`config.mk`:
```
export PLATFORM = sky130hd
export DESIGN_NAME = vocr_regs
export DESIGN_NICKNAME = d
export VERILOG_FILES = /design/src/vocr_pkg.sv /design/src/vocr_decode.sv /design/src/vocr_regs.sv
export VERILOG_INCLUDE_DIRS = /design/src
export SDC_FILE = /design/constraint.sdc
export NUM_CORES = 1
export LEC_CHECK = 0
export BUFFER_PORTS_ARGS = -buffer_cell sky130_fd_sc_hd__buf_2
export CAP_MARGIN = 20
export CORE_MARGIN = 3
export CORE_UTILIZATION = 40
export DETAILED_ROUTE_END_ITERATION = 10
export PLACE_DENSITY_LB_ADDON = 0.08
export SYNTH_ARGS = -nofsm -noshare
export SYNTH_HDL_FRONTEND = slang
export SYNTH_SLANG_ARGS = --single-unit
export TNS_END_PERCENT = 100
```
`constraint.sdc`:
```
create_clock -name i_clk_sys -period 2.5 [get_ports i_clk_sys]
set_input_delay 0.25 -clock i_clk_sys [delete_from_list [all_inputs] [get_ports i_clk_sys]]
set_output_delay 0.25 -clock i_clk_sys [all_outputs]
set_load 0.005 [all_outputs]
```
`src/vocr_map.svh`:
```
// Offsets, field positions and timing counts for the offset/compensation bank
`ifndef VOCR_MAP_SVH
`define VOCR_MAP_SVH
`define VOCR_OFS_OFFSET_TRIM   8'ha8
`define VOCR_OFS_COMP_PRIMARY  8'ha9
`define VOCR_OFS_COMP_SECOND   8'haa
`define VOCR_GAIN_MSB          7
`define VOCR_GAIN_LSB          4
`define VOCR_AC_LOAD_LINE_MSB          3
`define VOCR_AC_LOAD_LINE_LSB          0
`define VOCR_IGAIN_MSB         7
`define VOCR_IGAIN_LSB         6
`define VOCR_ITIME_MSB         5
`define VOCR_ITIME_LSB         3
`define VOCR_RAMP_MSB          2
`define VOCR_RAMP_LSB          0
`define VOCR_GAIN_RSVD_FIRST   4'hc
`define VOCR_NVM_LOAD_CYCLES   3'h3
`define VOCR_RST_BYTE          8'h00
`endif

```
`src/vocr_pkg.sv`:
```
// Types shared by the offset/compensation register bank
`default_nettype none
package vocr_pkg;
   typedef enum logic [1:0] {
      VOCR_ST_RESET = 2'b00,
      VOCR_ST_LOAD  = 2'b01,
      VOCR_ST_READY = 2'b10
   } vocr_state_e;
   typedef struct packed {
      logic       wr;
      logic       rd;
      logic [7:0] cmd;
      logic [7:0] wdata;
   } vocr_req_s;
   typedef struct packed {
      logic [7:0] offset_trim;
      logic [7:0] comp_primary;
      logic [7:0] comp_second;
   } vocr_nvm_s;
   // Offset in tenths of a millivolt, signed
   typedef logic signed [11:0] vocr_tenth_mv_t;
endpackage
`default_nettype wire

```
`src/vocr_decode.sv`:
```
// Decoders from register codes to analog settings in tenths of a unit
`timescale 1ns/10ps
`default_nettype none
`include "vocr_map.svh"
module vocr_decode (
   input  wire logic [7:0]  i_comp_primary,
   output logic      [6:0]  o_ac_path_gain_x10,
   output logic      [7:0]  o_ac_load_line_x10,
   output logic             o_gain_reserved
);
   logic [3:0] gain_code;
   logic [3:0] ll_code;
   assign gain_code = i_comp_primary[`VOCR_GAIN_MSB:`VOCR_GAIN_LSB];
   assign ll_code   = i_comp_primary[`VOCR_AC_LOAD_LINE_MSB:`VOCR_AC_LOAD_LINE_LSB];
   assign o_gain_reserved = (gain_code >= `VOCR_GAIN_RSVD_FIRST);

   // Gain table; reserved codes fall back to the lowest gain for safety
   always_comb begin
      case (gain_code)
         4'h0:    o_ac_path_gain_x10 = 7'h03;
         4'h1:    o_ac_path_gain_x10 = 7'h05;
         4'h2:    o_ac_path_gain_x10 = 7'h0a;
         4'h3:    o_ac_path_gain_x10 = 7'h0f;
         4'h4:    o_ac_path_gain_x10 = 7'h14;
         4'h5:    o_ac_path_gain_x10 = 7'h19;
         4'h6:    o_ac_path_gain_x10 = 7'h1e;
         4'h7:    o_ac_path_gain_x10 = 7'h23;
         4'h8:    o_ac_path_gain_x10 = 7'h28;
         4'h9:    o_ac_path_gain_x10 = 7'h32;
         4'ha:    o_ac_path_gain_x10 = 7'h3c;
         4'hb:    o_ac_path_gain_x10 = 7'h46;
         default: o_ac_path_gain_x10 = 7'h03;
      endcase
   end

   // Load-line table, all sixteen codes in use
   always_comb begin
      case (ll_code)
         4'h0:    o_ac_load_line_x10 = 8'h05;
         4'h1:    o_ac_load_line_x10 = 8'h0a;
         4'h2:    o_ac_load_line_x10 = 8'h0f;
         4'h3:    o_ac_load_line_x10 = 8'h14;
         4'h4:    o_ac_load_line_x10 = 8'h19;
         4'h5:    o_ac_load_line_x10 = 8'h1e;
         4'h6:    o_ac_load_line_x10 = 8'h23;
         4'h7:    o_ac_load_line_x10 = 8'h28;
         4'h8:    o_ac_load_line_x10 = 8'h32;
         4'h9:    o_ac_load_line_x10 = 8'h3c;
         4'ha:    o_ac_load_line_x10 = 8'h46;
         4'hb:    o_ac_load_line_x10 = 8'h5a;
         4'hc:    o_ac_load_line_x10 = 8'h64;
         4'hd:    o_ac_load_line_x10 = 8'h78;
         4'he:    o_ac_load_line_x10 = 8'h82;
         default: o_ac_load_line_x10 = 8'h96;
      endcase
   end
endmodule // vocr_decode
`default_nettype wire

```
`src/vocr_regs.sv`:
```
// Offset trim and loop compensation register bank behind byte commands
// Function
// - With 5 mV steps the trim is signed at 0.5 mV per LSB, -64 to +63.5 mV.
// - With 10 mV steps the trim is signed at 1.0 mV per LSB, -128 to +127 mV.
// - The trim is one two's-complement field over bits 7 to 0.
// - Primary compensation holds gain in bits 7:4 and load line in bits 3:0.
// - Gain codes 0 to 11 decode to 0.3 through 7.0 in table order.
// - All sixteen load-line codes decode to 0.5 through 15.0 in table order.
// - A secondary compensation register at command AAh holds three fields.
// - Each register is written and read as a single byte.
// - Step select 01 or 10 means 5 mV steps, 00 or 11 means 10 mV steps.
// - Secondary fields sit at 7:6 integrator gain, 5:3 time, 2:0 ramp.
`timescale 1ns/10ps
`default_nettype none
`include "vocr_map.svh"
module vocr_regs (
   input  wire logic                     i_clk_sys,
   input  wire logic                     i_nrst,
   input  wire vocr_pkg::vocr_req_s      i_req,
   input  wire vocr_pkg::vocr_nvm_s      i_nvm,
   input  wire logic [1:0]               i_vid_step_select,
   output logic                          o_ready,
   output logic                          o_ack,
   output logic      [7:0]               o_rdata,
   output logic                          o_rvalid,
   output vocr_pkg::vocr_nvm_s           o_regs,
   output vocr_pkg::vocr_tenth_mv_t      o_offset_tenth_mv,
   output logic                          o_step_5mv,
   output logic      [6:0]               o_ac_path_gain_x10,
   output logic      [7:0]               o_ac_load_line_x10,
   output logic                          o_gain_reserved,
   output logic      [1:0]               o_int_gain,
   output logic      [2:0]               o_int_time,
   output logic      [2:0]               o_ramp_amp
);
   logic                  rst_meta_q;
   logic                  rst_sync_q;
   logic                  rst_n;
   vocr_pkg::vocr_state_e state_q;
   logic [2:0]            load_cnt_q;
   logic [7:0]            trim_q;
   logic [7:0]            comp1_q;
   logic [7:0]            comp2_q;
   logic                  hit;
   logic signed [8:0]     trim_x1;
   logic signed [8:0]     trim_x2;

   // Reset release through two stages
   always_ff @(posedge i_clk_sys or negedge i_nrst) begin
      if (!i_nrst) begin
         rst_meta_q <= 1'b0;
         rst_sync_q <= 1'b0;
      end else begin
         rst_meta_q <= 1'b1;
         rst_sync_q <= rst_meta_q;
      end
   end
   assign rst_n = rst_sync_q;

   // Load sequencer; the NVM image is sampled by the clock, never by reset
   always_ff @(posedge i_clk_sys or negedge rst_n) begin
      if (!rst_n) begin
         state_q    <= vocr_pkg::VOCR_ST_RESET;
         load_cnt_q <= 3'h0;
      end else begin
         case (state_q)
            vocr_pkg::VOCR_ST_RESET: begin
               state_q    <= vocr_pkg::VOCR_ST_LOAD;
               load_cnt_q <= 3'h0;
            end
            vocr_pkg::VOCR_ST_LOAD: begin
               load_cnt_q <= load_cnt_q + 3'h1;
               if (load_cnt_q == `VOCR_NVM_LOAD_CYCLES - 3'h1) begin
                  state_q <= vocr_pkg::VOCR_ST_READY;
               end
            end
            vocr_pkg::VOCR_ST_READY: state_q <= vocr_pkg::VOCR_ST_READY;
            default:                 state_q <= vocr_pkg::VOCR_ST_RESET;
         endcase
      end
   end
   assign o_ready = (state_q == vocr_pkg::VOCR_ST_READY);

   assign hit = (i_req.cmd == `VOCR_OFS_OFFSET_TRIM) || (i_req.cmd == `VOCR_OFS_COMP_PRIMARY)
              || (i_req.cmd == `VOCR_OFS_COMP_SECOND);
   // Ack only mapped commands once loaded; earlier access is refused
   assign o_ack = o_ready && hit && (i_req.wr || i_req.rd);

   // Register storage: NVM image during load, byte writes afterwards
   always_ff @(posedge i_clk_sys or negedge rst_n) begin
      if (!rst_n) begin
         trim_q  <= `VOCR_RST_BYTE;
         comp1_q <= `VOCR_RST_BYTE;
         comp2_q <= `VOCR_RST_BYTE;
      end else if (state_q == vocr_pkg::VOCR_ST_LOAD) begin
         trim_q  <= i_nvm.offset_trim;
         comp1_q <= i_nvm.comp_primary;
         comp2_q <= i_nvm.comp_second;
      end else if (o_ready && i_req.wr) begin
         // Reserved gain codes are stored as written; host must avoid them
         case (i_req.cmd)
            `VOCR_OFS_OFFSET_TRIM:  trim_q  <= i_req.wdata;
            `VOCR_OFS_COMP_PRIMARY: comp1_q <= i_req.wdata;
            `VOCR_OFS_COMP_SECOND:  comp2_q <= i_req.wdata;
            default:                trim_q  <= trim_q;
         endcase
      end
   end

   // Read data registered one cycle after the request
   always_ff @(posedge i_clk_sys or negedge rst_n) begin
      if (!rst_n) begin
         o_rdata  <= `VOCR_RST_BYTE;
         o_rvalid <= 1'b0;
      end else begin
         // Unmapped reads clear the data byte but raise no valid
         o_rvalid <= o_ready && i_req.rd && hit;
         if (o_ready && i_req.rd) begin
            case (i_req.cmd)
               `VOCR_OFS_OFFSET_TRIM:  o_rdata <= trim_q;
               `VOCR_OFS_COMP_PRIMARY: o_rdata <= comp1_q;
               `VOCR_OFS_COMP_SECOND:  o_rdata <= comp2_q;
               default:                o_rdata <= 8'h00;
            endcase
         end
      end
   end

   // Live settings follow the stored bytes with no restart
   assign o_regs.offset_trim  = trim_q;
   assign o_regs.comp_primary = comp1_q;
   assign o_regs.comp_second  = comp2_q;
   assign o_int_gain = comp2_q[`VOCR_IGAIN_MSB:`VOCR_IGAIN_LSB];
   assign o_int_time = comp2_q[`VOCR_ITIME_MSB:`VOCR_ITIME_LSB];
   assign o_ramp_amp = comp2_q[`VOCR_RAMP_MSB:`VOCR_RAMP_LSB];

   // Offset scaling; 5 mV step doubles nothing, 10 mV step doubles the tenths
   assign o_step_5mv = (i_vid_step_select == 2'b01) || (i_vid_step_select == 2'b10);
   assign trim_x1 = {trim_q[7], trim_q};
   assign trim_x2 = {trim_q, 1'b0};
   // 0.5 mV = 5 tenths, 1.0 mV = 10 tenths per LSB
   assign o_offset_tenth_mv = o_step_5mv
      ? 12'(signed'(trim_x1) * 12'sd5)
      : 12'(signed'(trim_x2) * 12'sd5);

   vocr_decode u_decode (
      .i_comp_primary     (comp1_q),
      .o_ac_path_gain_x10      (o_ac_path_gain_x10),
      .o_ac_load_line_x10 (o_ac_load_line_x10),
      .o_gain_reserved    (o_gain_reserved)
   );

   // Nothing is acknowledged or answered before the image is in place
   a_no_early_ack: assert property (@(posedge i_clk_sys) disable iff (!rst_n)
      !o_ready |-> !o_ack) else $error("ack before load");
   a_no_early_read: assert property (@(posedge i_clk_sys) disable iff (!rst_n)
      (!o_ready && i_req.rd) |=> !o_rvalid) else $error("read answered before load");
   a_early_write_lost: assert property (@(posedge i_clk_sys) disable iff (!rst_n)
      (state_q == vocr_pkg::VOCR_ST_LOAD && i_req.wr) |=> (o_regs == $past(i_nvm)))
      else $error("write landed during load");

   // Load length and the image that it leaves behind
   a_load_image: assert property (@(posedge i_clk_sys) disable iff (!rst_n)
      (state_q == vocr_pkg::VOCR_ST_LOAD) |=> (trim_q == $past(i_nvm.offset_trim)))
      else $error("trim not loaded from nvm");
   a_load_count: assert property (@(posedge i_clk_sys) disable iff (!rst_n)
      (state_q == vocr_pkg::VOCR_ST_LOAD) |-> (load_cnt_q < `VOCR_NVM_LOAD_CYCLES)) else $error("load overrun");
   a_ready_bound: assert property (@(posedge i_clk_sys) disable iff (!rst_n)
      (state_q == vocr_pkg::VOCR_ST_RESET) |-> ##[1:5] o_ready) else $error("load too slow");
   a_ready_holds: assert property (@(posedge i_clk_sys) disable iff (!rst_n)
      o_ready |=> o_ready) else $error("ready dropped");

   // Byte writes land on the next edge and steer the live outputs at once
   a_write_trim: assert property (@(posedge i_clk_sys) disable iff (!rst_n)
      (o_ready && i_req.wr && i_req.cmd == `VOCR_OFS_OFFSET_TRIM) |=> (o_regs.offset_trim == $past(i_req.wdata)))
      else $error("trim write lost");
   a_write_comp1: assert property (@(posedge i_clk_sys) disable iff (!rst_n)
      (o_ready && i_req.wr && i_req.cmd == `VOCR_OFS_COMP_PRIMARY) |=> (comp1_q == $past(i_req.wdata)))
      else $error("primary write lost");
   a_write_comp2: assert property (@(posedge i_clk_sys) disable iff (!rst_n)
      (o_ready && i_req.wr && i_req.cmd == `VOCR_OFS_COMP_SECOND) |=> (comp2_q == $past(i_req.wdata)))
      else $error("secondary write lost");
   a_unmapped_quiet: assert property (@(posedge i_clk_sys) disable iff (!rst_n)
      (o_ready && !hit) |=> (o_regs == $past(o_regs) && !o_rvalid))
      else $error("unmapped command acted");

   // Read answers carry the stored byte; a same-cycle write shows next time
   a_read_back: assert property (@(posedge i_clk_sys) disable iff (!rst_n)
      (o_ready && i_req.rd && !i_req.wr && i_req.cmd == `VOCR_OFS_COMP_PRIMARY) |=> (o_rvalid && o_rdata == comp1_q))
      else $error("readback mismatch");
   a_read_trim: assert property (@(posedge i_clk_sys) disable iff (!rst_n)
      (o_ready && i_req.rd && i_req.cmd == `VOCR_OFS_OFFSET_TRIM) |=> (o_rvalid && o_rdata == $past(trim_q)))
      else $error("trim readback mismatch");
   a_read_old_byte: assert property (@(posedge i_clk_sys) disable iff (!rst_n)
      (o_ready && i_req.rd && i_req.wr && i_req.cmd == `VOCR_OFS_COMP_SECOND) |=> (o_rdata == $past(comp2_q)))
      else $error("read with write not old byte");
   a_rdata_holds: assert property (@(posedge i_clk_sys) disable iff (!rst_n)
      !(o_ready && i_req.rd) |=> $stable(o_rdata)) else $error("read data moved");

   // Scaling and field splits of the live bytes
   a_step_scale: assert property (@(posedge i_clk_sys) disable iff (!rst_n)
      (!o_step_5mv && trim_q == 8'h80) |-> (o_offset_tenth_mv == -12'sd1280)) else $error("10mV scale");
   a_half_scale: assert property (@(posedge i_clk_sys) disable iff (!rst_n)
      (o_step_5mv && trim_q == 8'h7f) |-> (o_offset_tenth_mv == 12'sd635)) else $error("5mV scale");
   a_trim_sign: assert property (@(posedge i_clk_sys) disable iff (!rst_n)
      (o_offset_tenth_mv[11] == trim_q[7])) else $error("offset sign lost");
   a_step_select: assert property (@(posedge i_clk_sys) disable iff (!rst_n)
      (i_vid_step_select == 2'b00 || i_vid_step_select == 2'b11) |-> !o_step_5mv)
      else $error("step select decode");
   a_fields_sec: assert property (@(posedge i_clk_sys) disable iff (!rst_n)
      ({o_int_gain, o_int_time, o_ramp_amp} == comp2_q)) else $error("secondary split");
   a_gain_table: assert property (@(posedge i_clk_sys) disable iff (!rst_n)
      (comp1_q[7:4] == 4'hb) |-> (o_ac_path_gain_x10 == 7'h46 && !o_gain_reserved)) else $error("gain decode");
   a_ll_table: assert property (@(posedge i_clk_sys) disable iff (!rst_n)
      (comp1_q[3:0] == 4'hf) |-> (o_ac_load_line_x10 == 8'h96)) else $error("load line decode");
endmodule // vocr_regs
`default_nettype wire

```
; Word-level counts from Yosys, hierarchy flattened
; Memory sizes are Yosys's and may differ from the RTL's.
; Index checks and enable logic that the tools add are counted.
[totals]
wordCells = 56
output_inout_bits = 72
rom_bits = 240
input_bits = 46
ff_bits = 40
n_memories = 2
[mem_list]
columns = memory, words, width, read_ports, rd_ports_with_merged_regs, write_ports, line
row1 = (name not given), 16, 8, 1, 0, 0, vocr_decode.sv:38  ; case (ll_code)
row2 = (name not given), 16, 7, 1, 0, 0, vocr_decode.sv:19  ; case (gain_code)
[op_classes]
eq_ne = 9
order_cmp = 1
mux = 14
mul = 2
add_sub_neg = 1
reduce_logical = 18
[ops]
columns = cell, count
row1 = two-way mux 8 bit, 9
row2 = "equality test 8 bit, second input constant", 3
row3 = one-hot mux 8 bit (3 select lines), 1
row4 = "multiplier 8 x 4 -> 12 bit, second input constant", 1
row5 = two-way mux 12 bit, 1
row6 = "multiplier 8 x 4 -> 11 bit, second input constant", 1
row7 = nonzero test 2 bit, 5
row8 = one-hot mux 2 bit (3 select lines), 1
row9 = one-hot mux 3 bit (2 select lines), 1
row10 = AND reduction 2 bit, 3
row11 = logical AND 1 bit, 5
row12 = "equality test 2 x 1 -> 1 bit, second input constant", 2
row13 = "equality test 2 bit, second input constant", 2
row14 = ">= comparator 4 bit, second input constant", 1
row15 = logical OR 1 bit, 4
row16 = "adder 3 x 1 -> 3 bit, second input constant", 1
row17 = "equality test 3 x 2 -> 1 bit, second input constant", 1
row18 = logical NOT 2 bit, 1
row19 = two-way mux 2 bit, 1
row20 = "inequality test 2 bit, second input constant", 1

; Depth between registers and ports, before layout
[depth]
word_depth = 5
ltp_mapped = 9
depth_no_buf = 9

; Cells and area by module
; From an unflattened synthesis, not the netlist that was laid out.
[hier_totals]
hier_cells = 323
hier_area_um2 = 2976.6
[by_module_without_submodules]
columns = mod, seq_area_each_um2, area_each_um2, n_inst, cells_each
row1 = vocr_regs, 1001.0, 2571.2, 1, 271
row2 = vocr_decode, 0.0, 405.4, 1, 52

; Least setup slack after synthesis
; Ideal clock, no wire load.
[synth_path]
path_kind = flip-flop to output port
start = register trim_q[1]
end = output o_offset_tenth_mv[10]
required_time_ns = 2.250
arrival_time_ns = 2.208
path_buffers = 0
path_stages_with_launch = 10
setup_slack_ns = 0.042
path_cell_list = dfrtp_1 > ha_1 > ha_1 > inv_1 > fa_1 > and2b_1 > o2111ai_1 > a21oi_1 > a311o_1 > a21oi_1
[synth_via]
elab_chain_cells = 2
elab_cells_between_ends = 3
cone_classes = mul (2) / mux (1)
[synth_lines]
columns = item, line
row1 = start: declaration, vocr_regs.sv:41  ; logic [7:0] trim_q;
row2 = start signal: assignment, vocr_regs.sv:92  ; trim_q <= `VOCR_RST_BYTE;
row3 = start signal: assignment, vocr_regs.sv:96  ; trim_q <= i_nvm.offset_trim;
row4 = start signal: assignment, vocr_regs.sv:102  ; `VOCR_OFS_OFFSET_TRIM: trim_q <= i_req.wdata;
row5 = multiplier 8 x 4 -> 11 bit / multiplier 8 x 4 -> 12 bit (equally long branches), "vocr_regs.sv:144, vocr_regs.sv:143"
row6 = two-way mux 12 bit (*), vocr_regs.sv:143  ; ? 12'(signed'(trim_x1) * 12'sd5)
row7 = end: declaration, vocr_regs.sv:27  ; output vocr_pkg::vocr_tenth_mv_t o_offset_tenth_mv,
; Every way passes the cells marked *; elsewhere a longest branch is shown, timed or not.

; Worst setup path in the final report
[layout_path]
start = register trim_q[1]
end = output o_offset_tenth_mv[8]
; The elaborated chain is that of the path after synthesis.

==> run_results.csv <==
group,metric,value,unit
timing,finalClockSkew,0.00559,ns
timing,tightest_slew,0.696,ns
synth,avgSynthCellArea,8.94,µm²
synth,synth_nets,405,
critical_path,cp-end-kind,"output pin",
power_and_ir_drop,power.total,0.00195,W
critical_path,cp.arrival,2.53,ns
synth,yosysWarnings,0,
floorplan,die_y,91.8,µm
critical_path,cp_top_family,"adder cells",
global_route,gr-total-overflow,0,
clocking,cts_tree,"yes",
clocking,root_buffer,"clkbuf_8",
detailed_routing,drt_iter0_drc,97,
synth,async_flop_share,100,%
placed_design,dp.final_hpwl,6160,µm
detailed_routing,routed_wl,8030,µm
detailed_routing,first_pass_iters,4,
synth,ys_ff_latch,40,
critical_path,critical-path-max-stage-delay,0.38,ns
timing,post-route-period-util,111,%
global_route,grt_first_pass_wirelength,12900,µm
timing,finalWorstSetupSlack,-0.283,ns
power_and_ir_drop,cellPowerDensity,501,nW/µm²
cells_and_area,nets,526,
synth,synthTopCellsByArea,"dfrtp_1 (34%), ha_1 (12%), mux2i_1 (12%)",
synth,seq_area_frac_synth,34.0,%
cells_and_area,final_cells,547,
synth,syn-cell-area,2940,µm²
synth,synth-edff-count,0,
timing,fmax,359,MHz
floorplan,start_util,42.4,%
detailed_routing,avgRoutedWirePerCell,14.7,µm
critical_path,required,2.25,ns
cells_and_area,drive_gt1_share,37.0,%
floorplan,rows,30,
detailed_routing,vias,2771,
critical_path,worst_path_max_delay_cell,"dfrtp_1",
floorplan,io_pins,118,
critical_path,critical_path_class,"reg2out",
timing,rsz0062_at_grt,"true",
clocking,clk_pin_slew_worst_paths,0.08,ns
clocking,htreeDepth,2,
synth,synth_flop_cell,"dfrtp_1",
clocking,clk_latency,0.29,ns
power_and_ir_drop,p_leak,2.12,nW
global_route,antenna_found_initial,0,
placed_design,port_buffers,117,
critical_path,cp_num_buf_inv,3,
timing,slew_violations,0,
run,maxCapViolations,0,
critical_path,start_kind,"flop",
synth,yosysTopAreaCell,"dfrtp_1",
detailed_routing,drc,0,
clocking,cts.sinks,40,
timing,finalHoldViolations,0,
synth,synth_cells,329,
placed_design,pre_cts_ws,-0.0936,ns
hold_path,hp-class,"in2reg",
timing,slew_headroom,53.5,%
outcome,violations,"setup timing",
synth,synthTopCellsByCount,"nand2_1 (56), o21ai_0 (49), dfrtp_1 (40)",
clocking,clk_path_buf_depth,2,
detailed_routing,drtAntennaViolNets,0,
outcome,outcome,"finished with violations",
timing,setup_viol_count_final,5,
placed_design,dp.cells,536,
critical_path,worst-path-max-fanout,2,
global_route,grt_max_degree,29,
cells_and_area,area_growth,32.2,%
power_and_ir_drop,irDropWorstVdd,0.000262,V
timing,fin_crit,2.78,ns
clocking,cts_buffers,5,
placed_design,gp_congestion,0.814,
floorplan,die_x,91.8,µm
synth,synth.top_cell.area_share,34.0,%
synth,synth.most_common_cell,"nand2_1",
global_route,grt_usage,18.7,%
synth,ys_types,41,
floorplan,fp.dieArea,8420,µm²
floorplan,core,6940,µm²
detailed_routing,avgViaCountPerCell,5.07,
global_route,grt_pass1_vias,2676,
timing,fin_hold_ws,0.158,ns
critical_path,worstPathCellList,"ha_1 -> ha_2 -> inv_2 -> fa_2 -> and2b_2 -> buf_4 -> o21a_1 -> nor2_1 -> xnor2_1 -> mux2_4 -> buf_6",
timing,setup_tns,-1.24,ns
cells_and_area,n_antenna_cell,0,
-- placed cells by master (no fill, tap or decap), types with 2 or more instances in the layout --
cell type and instances:
nor3_1 3, mux2i_1 34, buf_6 2, nor2_1 12, xnor2_1 5, o31ai_1 2
mux2_4 2, and2_1 4, buf_4 19, nand3b_1 3, mux4_2 2, clkbuf_8 5
ha_1 26, mux2_2 2, nor2b_1 3, nand2_2 2, xor2_1 2, a21oi_1 7
a22o_1 8, inv_1 15, dfrtp_1 39, nand2_1 56, buf_2 115, o21a_1 3
o21ai_0 49, ha_2 2
-- where the power goes --
group / total (W) / leakage (nW) / switching [W] / internal (W)
sequential: 0.000743 / 0.482 / 0.0000623 / 0.000681
clock: 0.000522 / 0.0552 / 0.000225 / 0.000296
combinational: 0.000683 / 1.58 / 0.000318 / 0.000365
-- registers in the layout, summed over array words and instances, names as in the netlist --
register / count
comp1_q: 8
comp2_q: 8
o_rdata: 8
trim_q: 8
load_cnt_q: 3
state_q: 2
o_rvalid: 1
rst_meta_q: 1
rst_n: 1
-- worst register-to-register path, stage by stage, from the launching register on --
cell and delay [ns]:
dfrtp_1 0.38, inv_1 0.11, ha_1 0.24, and4_1 0.28
nand3b_1 0.44, mux2i_1 0.31, o21ai_0 0.10
-- worst paths after layout --
check | slack [ns] | end | start | depth (start not counted)
worst min-delay path | 0.16 | comp2_q[6] | i_nvm[6] | 3
min in group asynchronous | 0.26 | rst_n | i_nrst | 2
worst min register to register | 0.29 | load_cnt_q[2] | rst_n | 0
worst max register to register | 0.51 | comp1_q[3] | state_q[0] | 6
max in group asynchronous | 1.64 | trim_q[6] | rst_n | 1
worst max-delay path | -0.28 | o_offset_tenth_mv[8] | trim_q[1] | 11
-- layer usage --
metal / routed length, µm / up-vias / share of wire (%) / track usage (%)
li1: - / 1367 / - / -
met1: 3690 / 1304 / 46 / 25.8
met2: 3690 / 89 / 46 / 30.4
met3: 525 / 11 / 6.5 / 3.45
met4: 127 / 0 / 1.6 / 4.46
met5: 0 / - / 0 / 0
-- area by class of cell --
class                           instances  area [µm²]
Fill cell                             692        3050
Multi-Input combinational cell        249        1830
Sequential cell                        40        1000
Timing Repair Buffer                  138         771
Tap cell                               96         120
Clock buffer                            6        72.6
Inverter                               16        60.1
Clock inverter                          2        35.0
-- through the flow --
stage                     cell area [µm²]  util [%]
after floorplan                      2940         -
after CTS                            3840      55.3
after detailed placement             3670      52.9
after global routing                 3890      56.0
after global placement               3670      52.9
final                                3890      56.0
-- cells by family (layout without fill, tap and decap cells) --
kind of cell	count (synthesis)	in the layout	share of synthesized area, %
mux	40	40	14.6
compound gates	79	79	15.8
fa+ha+maj	30	30	13.0
xor+xnor	8	8	2.38
simple gates	91	91	13.8
flops	40	40	34.0
buf+inv	40	162	6.29
other cells	1	1	0.127
-- what timing repair did --
action                                 4_1_cts  5_1_grt
hold buffers                                 1        0
pin swaps                                    7        5
endpoints found under the hold margin        2        0
resized for setup                            8       10
buffers inserted                             2        0
setup endpoints to repair                    5        7
No activity file was read; power rests on OpenSTA's default activity.
